### config.mk
export PLATFORM = sky130hd
export DESIGN_NAME = ced_clkdiv
export DESIGN_NICKNAME = d
export VERILOG_FILES = /design/src/ced_pkg.sv /design/src/ced_clkdiv.sv
export SDC_FILE = /design/constraint.sdc
export NUM_CORES = 1
export LEC_CHECK = 0
export BUFFER_PORTS_ARGS = -buffer_cell sky130_fd_sc_hd__buf_4
export CAP_MARGIN = 20
export CELL_PAD_IN_SITES_DETAIL_PLACEMENT = 1
export CELL_PAD_IN_SITES_GLOBAL_PLACEMENT = 1
export CORE_AREA = 4 4 41 43
export DETAILED_ROUTE_END_ITERATION = 7
export DIE_AREA = 0 0 45 47
export GPL_TIMING_DRIVEN = 0
export PLACE_DENSITY_LB_ADDON = 0.25
export SLEW_MARGIN = 15
export SYNTH_ARGS = -nofsm -noshare
export SYNTH_HDL_FRONTEND = slang
export SYNTH_SLANG_ARGS = --single-unit
### constraint.sdc
create_clock -name sys_clk_i -period 1.4 [get_ports sys_clk_i]
set_clock_uncertainty 0.05 [all_clocks]
set_input_delay 0.14 -clock sys_clk_i [delete_from_list [all_inputs] [get_ports sys_clk_i]]
set_output_delay 0.14 -clock sys_clk_i [all_outputs]
set_load 0.01 [all_outputs]
### src/ced_pkg.sv
// Shared constants and types for the configuration error detection checker.
`default_nettype none
package ced_pkg;
    localparam int CED_MSG_W = 46;
    localparam int CED_CRC_W = 16;
    localparam int CED_BIT_W = 12;
    localparam int CED_FRAME_W = 14;
    localparam int CED_TYPE_W = 4;
    localparam int CED_SYN_LSB = 0;
    localparam int CED_LOC_LSB = 16;
    localparam int CED_FRAME_LSB = 28;
    localparam int CED_TYPE_LSB = 42;
    localparam logic [15:0] CED_CRC_POLY = 16'h1021;
    localparam logic [15:0] CED_CRC_INIT = 16'hFFFF;
    localparam logic [45:0] CED_MSG_RESET = 46'h0000_0000_0000;
    localparam logic [3:0] CED_TYPE_SINGLE = 4'h1;
    localparam logic [3:0] CED_TYPE_DOUBLE = 4'h2;
    localparam logic [3:0] CED_TYPE_MULTI = 4'h3;
    localparam logic [3:0] CED_DIV_N_MIN = 4'h1;
    localparam logic [3:0] CED_DIV_N_MAX = 4'h8;
    localparam logic [5:0] CED_FLAG_LOW_TICKS = 6'h20;
    typedef enum logic [2:0] {
        CED_IDLE,
        CED_SCAN,
        CED_CHECK,
        CED_SEARCH,
        CED_WAIT
    } ced_state_t;
endpackage
`default_nettype wire

### src/ced_clkdiv.sv
// Divider that makes the error detection tick from the system clock.
`timescale 1ns/100ps
`default_nettype none
module ced_clkdiv (
    input wire logic sys_clk_i,
    input wire logic reset_n_i,
    input wire logic run_i,
    input wire logic [3:0] div_n_i,
    output logic tick_o
);
    import ced_pkg::*;

    logic [7:0] cnt;
    logic [7:0] next_cnt;
    logic [3:0] n_eff;
    logic [7:0] mask;

    // Out of range settings are clamped so the ratio stays a power of two from 2 to 256.
    always_comb begin
        if (div_n_i < CED_DIV_N_MIN) begin
            n_eff = CED_DIV_N_MIN;
        end else if (div_n_i > CED_DIV_N_MAX) begin
            n_eff = CED_DIV_N_MAX;
        end else begin
            n_eff = div_n_i;
        end
        mask = 8'hFF >> (4'h8 - n_eff);
        next_cnt = run_i ? cnt + 8'h01 : 8'h00;
    end

    always_ff @(posedge sys_clk_i or negedge reset_n_i) begin
        if (!reset_n_i) begin
            cnt <= 8'h00;
        end else begin
            cnt <= next_cnt;
        end
    end

    assign tick_o = run_i && ((cnt & mask) == mask);

    tick_spacing_a: assert property (@(posedge sys_clk_i) disable iff (!reset_n_i)
        tick_o |=> !tick_o) else $error("detection tick came faster than half rate");
    tick_idle_a: assert property (@(posedge sys_clk_i) disable iff (!reset_n_i)
        !run_i |-> !tick_o) else $error("detection tick while stopped");
endmodule
`default_nettype wire

==> flow_metrics.py <==
metrics = {
    "power_and_ir_drop": {
        "seqPwrFrac": 0.486,
        "p_comb_frac": 0.165,
        "switching_share": 0.242,
        "power_density_mw_per_mm2": 797,
        "clockPowerShare": 0.349,
        "p_int_w": 0.000384,
        "p_sw_w": 0.000123,
        "worst_ir_drop_vdd_v": 0.000454,
        "leakage_nw": 0.276,
    },
    "sta": {
        "worstMarginPinSlew_ns": 0.239,
        "max_freq_mhz": 663,
        "finalSetupTns_ns": -0.109,
        "fin_crit_sh": 1.08,
        "hold_viol_final": 0,
        "slew_viol_final": 0,
        "finalSetupViolCount": 1,
        "worst_slack_ns": -0.109,
        "grt_setup_unrepaired": "yes",
        "slew-limit-headroom": 0.839,
        "fin_crit_ns": 1.51,
    },
    "synthesis": {
        "netlist_area_um2": 460,
        "avgSynthCellArea_um2": 9.40,
        "synth_area_leaders": "dfrtp_1, and2_1, ha_1",
        "seq_area_frac_synth": 0.435,
        "syn_nets": 58,
        "synth_top_area_cell": "dfrtp_1",
        "synth_top_area_share": 0.435,
        "synth_cells": 49,
        "synthDistinctLibCells": 23,
        "ys_warn_count": 0,
        "synth-seq-cells": 8,
    },
    "layout": {
        "post-route-util": 0.488,
        "largest-register": "cnt",
        "largest_register_ffs": 8,
        "fin_nets": 74,
        "drive_above_1_share": 0.333,
        "diodes": 0,
        "n_fill_cell": 163,
        "final_cell_mix": "dfrtp_1, buf_4, nand2_1",
        "top_regs": "cnt (8)",
        "syn_to_final_growth_pct": 38.0,
    },
    "critical_path": {
        "path_class": "input port to output port",
        "cp_slowest_cell": "ha_1",
        "startpoint_type": "input port",
        "cp_top_family": "simple AND/OR/NAND/NOR gates",
        "max_stage_delay_ns": 0.25,
        "critPathBufInv": 2,
        "cp_common_cell": "nor2_1",
        "crit_chain": "buf_8, nor2_4, nor2_1, nor2_1, ha_1, and2b_2, nor3_2, o221a_2, buf_6",
        "required_ns": 1.21,
        "cp_max_fo": 3,
        "endpoint_kind": "output port",
        "arrival_ns": 1.32,
    },
    "die": {
        "die_x_um": 45,
        "start_util": 0.354,
        "fp.dieH_um": 47,
        "rows": 13,
        "io-pin-count": 8,
        "dieArea_mm2": 0.00212,
        "core_area_mm2": 0.00130,
    },
    "clock_network": {
        "numCtsBuffers": 3,
        "path_clk_slew_ns": 0.05,
        "cts_max_level": 1,
        "cts_buffer_depth": 2,
        "clock_tree.root_cell": "clkbuf_4",
        "clock_latency_ns": 0.26,
        "clock_sinks": 8,
        "cts_tree": "built",
    },
    "drt": {
        "via_per_inst": 5.23,
        "drtIter0Drc": 3,
        "post-route-drc-count": 0,
        "dr.pass1.iters": 2,
        "wl_mm": 1.01,
        "drtAntennaViolNets": 0,
        "wl_per_cell_um": 12.9,
        "vias": 408,
    },
    "global_route": {
        "grt_pass1_wl_mm": 1.71,
        "track_usage": 0.116,
        "grt_max_degree": 11,
        "grt_pass1_vias": 433,
        "grt_antenna_before_repair": 0,
        "gr-total-overflow": 0,
    },
    "run": {
        "maxCapViolations": 0,
    },
    "place": {
        "port_buffers": 7,
        "gp_congestion": 0.685,
        "place_ws_ns": -0.195,
        "place_hpwl_um": 738,
    },
    "min_path": {
        "hold_path.class": "input port to register",
    },
    "status": {
        "outcome": "finished with violations",
        "violations": "setup timing",
    },
}
-- cells by family after synthesis --
kind of cell / Yosys count / share of synthesized area
DFF: 8 / 0.435
buffers and inverters: 2 / 0.0163
and+or+nand+nor: 23 / 0.266
xor gates and xnor gates: 3 / 0.0571
AOI/OAI and AO/OA: 10 / 0.149
adders and majority gates: 2 / 0.0543
muxes: 1 / 0.0217
-- final timing paths --
kind                       endpoint  startpoint  slack, ns  depth (start not counted)
hold reg to reg              cnt[7]      cnt[7]       0.49                          2
setup reg to reg             cnt[6]      cnt[0]       0.13                          4
hold / removal               cnt[3]       run_i       0.12                          2
setup / recovery             tick_o  div_n_i[1]      -0.11                          9
max in group asynchronous    cnt[2]   reset_n_i       0.97                          2
min in group asynchronous    cnt[3]   reset_n_i       0.19                          2
-- metrics by stage --
step | std cells | power (W) | instance area [um^2] | hold WS (ns)
2_1_floorplan | 49 | 0.000277 | 460 | -0.206
3_3_place_gp | 71 | 0.000306 | 532 | -0.0866
3_5_place_dp | 71 | 0.000308 | 532 | -0.0865
4_1_cts | 77 | 0.000510 | 611 | 0.119
5_1_grt | 78 | 0.000540 | 636 | 0.129
6_report | 78 | 0.000506 | 636 | 0.123
-- area by class of cell --
| type | count | area, um^2 | share of cell area |
|---|---|---|---|
| Multi-Input combinational cell | 39 | 285 | 0.449 |
| Sequential cell | 8 | 201 | 0.317 |
| Timing Repair Buffer | 11 | 100 | 0.157 |
| Clock buffer | 3 | 22.5 | 0.0354 |
| Tap cell | 15 | 18.8 | 0.0295 |
| Inverter | 2 | 7.51 | 0.0118 |
-- power groups by stage --
stage | Combinational [W] | Clock, W | Sequential [W]
6_report | 0.0000837 | 0.000177 | 0.000246
3_5_place_dp | 0.0000553 | 0 | 0.000253
2_1_floorplan | 0.0000269 | 0 | 0.000250
4_1_cts | 0.0000728 | 0.000190 | 0.000247
3_3_place_gp | 0.0000542 | 0 | 0.000252
5_1_grt | 0.0000942 | 0.000199 | 0.000247
-- worst register-to-register path, stage by stage (launching register included) --
cell and delay [ns]:
dfrtp_1 0.45, ha_4 0.18, nand2_1 0.06, or3_1 0.34
a21boi_1 0.12
-- repair_timing --
action	CTS	global route
pin swaps	0	3
hold endpoints to repair	8	0
buffers inserted	2	1
setup endpoints to repair	1	2
hold buffers	1	0
resized for setup	8	3
gates cloned	0	0
-- routing by layer --
| layer | vias up | GRT usage | wire (um) |
|---|---|---|---|
| met2 | 10 | 0.201 | 491 |
| met4 | 0 | 0.0877 | 21 |
| met3 | 3 | 0.0383 | 69 |
| met1 | 191 | 0.114 | 426 |
| met5 | - | 0 | 0 |
| li1 | 204 | - | - |
-- synth_stat cells --
library cell  count
xnor2_1           2
o21a_1            1
a211oi_1          1
o211ai_1          1
nand2b_1          1
inv_1             2
nor2b_1           1
a21boi_1          2
nand3_2           1
xor2_1            1
nor2_1            4
and2_1            4
o21ai_0           3
nor3_1            2
mux2i_1           1
a21oi_1           1
ha_1              2
and2b_2           1
dfrtp_1           8
o221a_2           1
nand3_1           2
or3_1             2
nand2_1           5
Note: power is estimated with default switching activity, not from simulation.
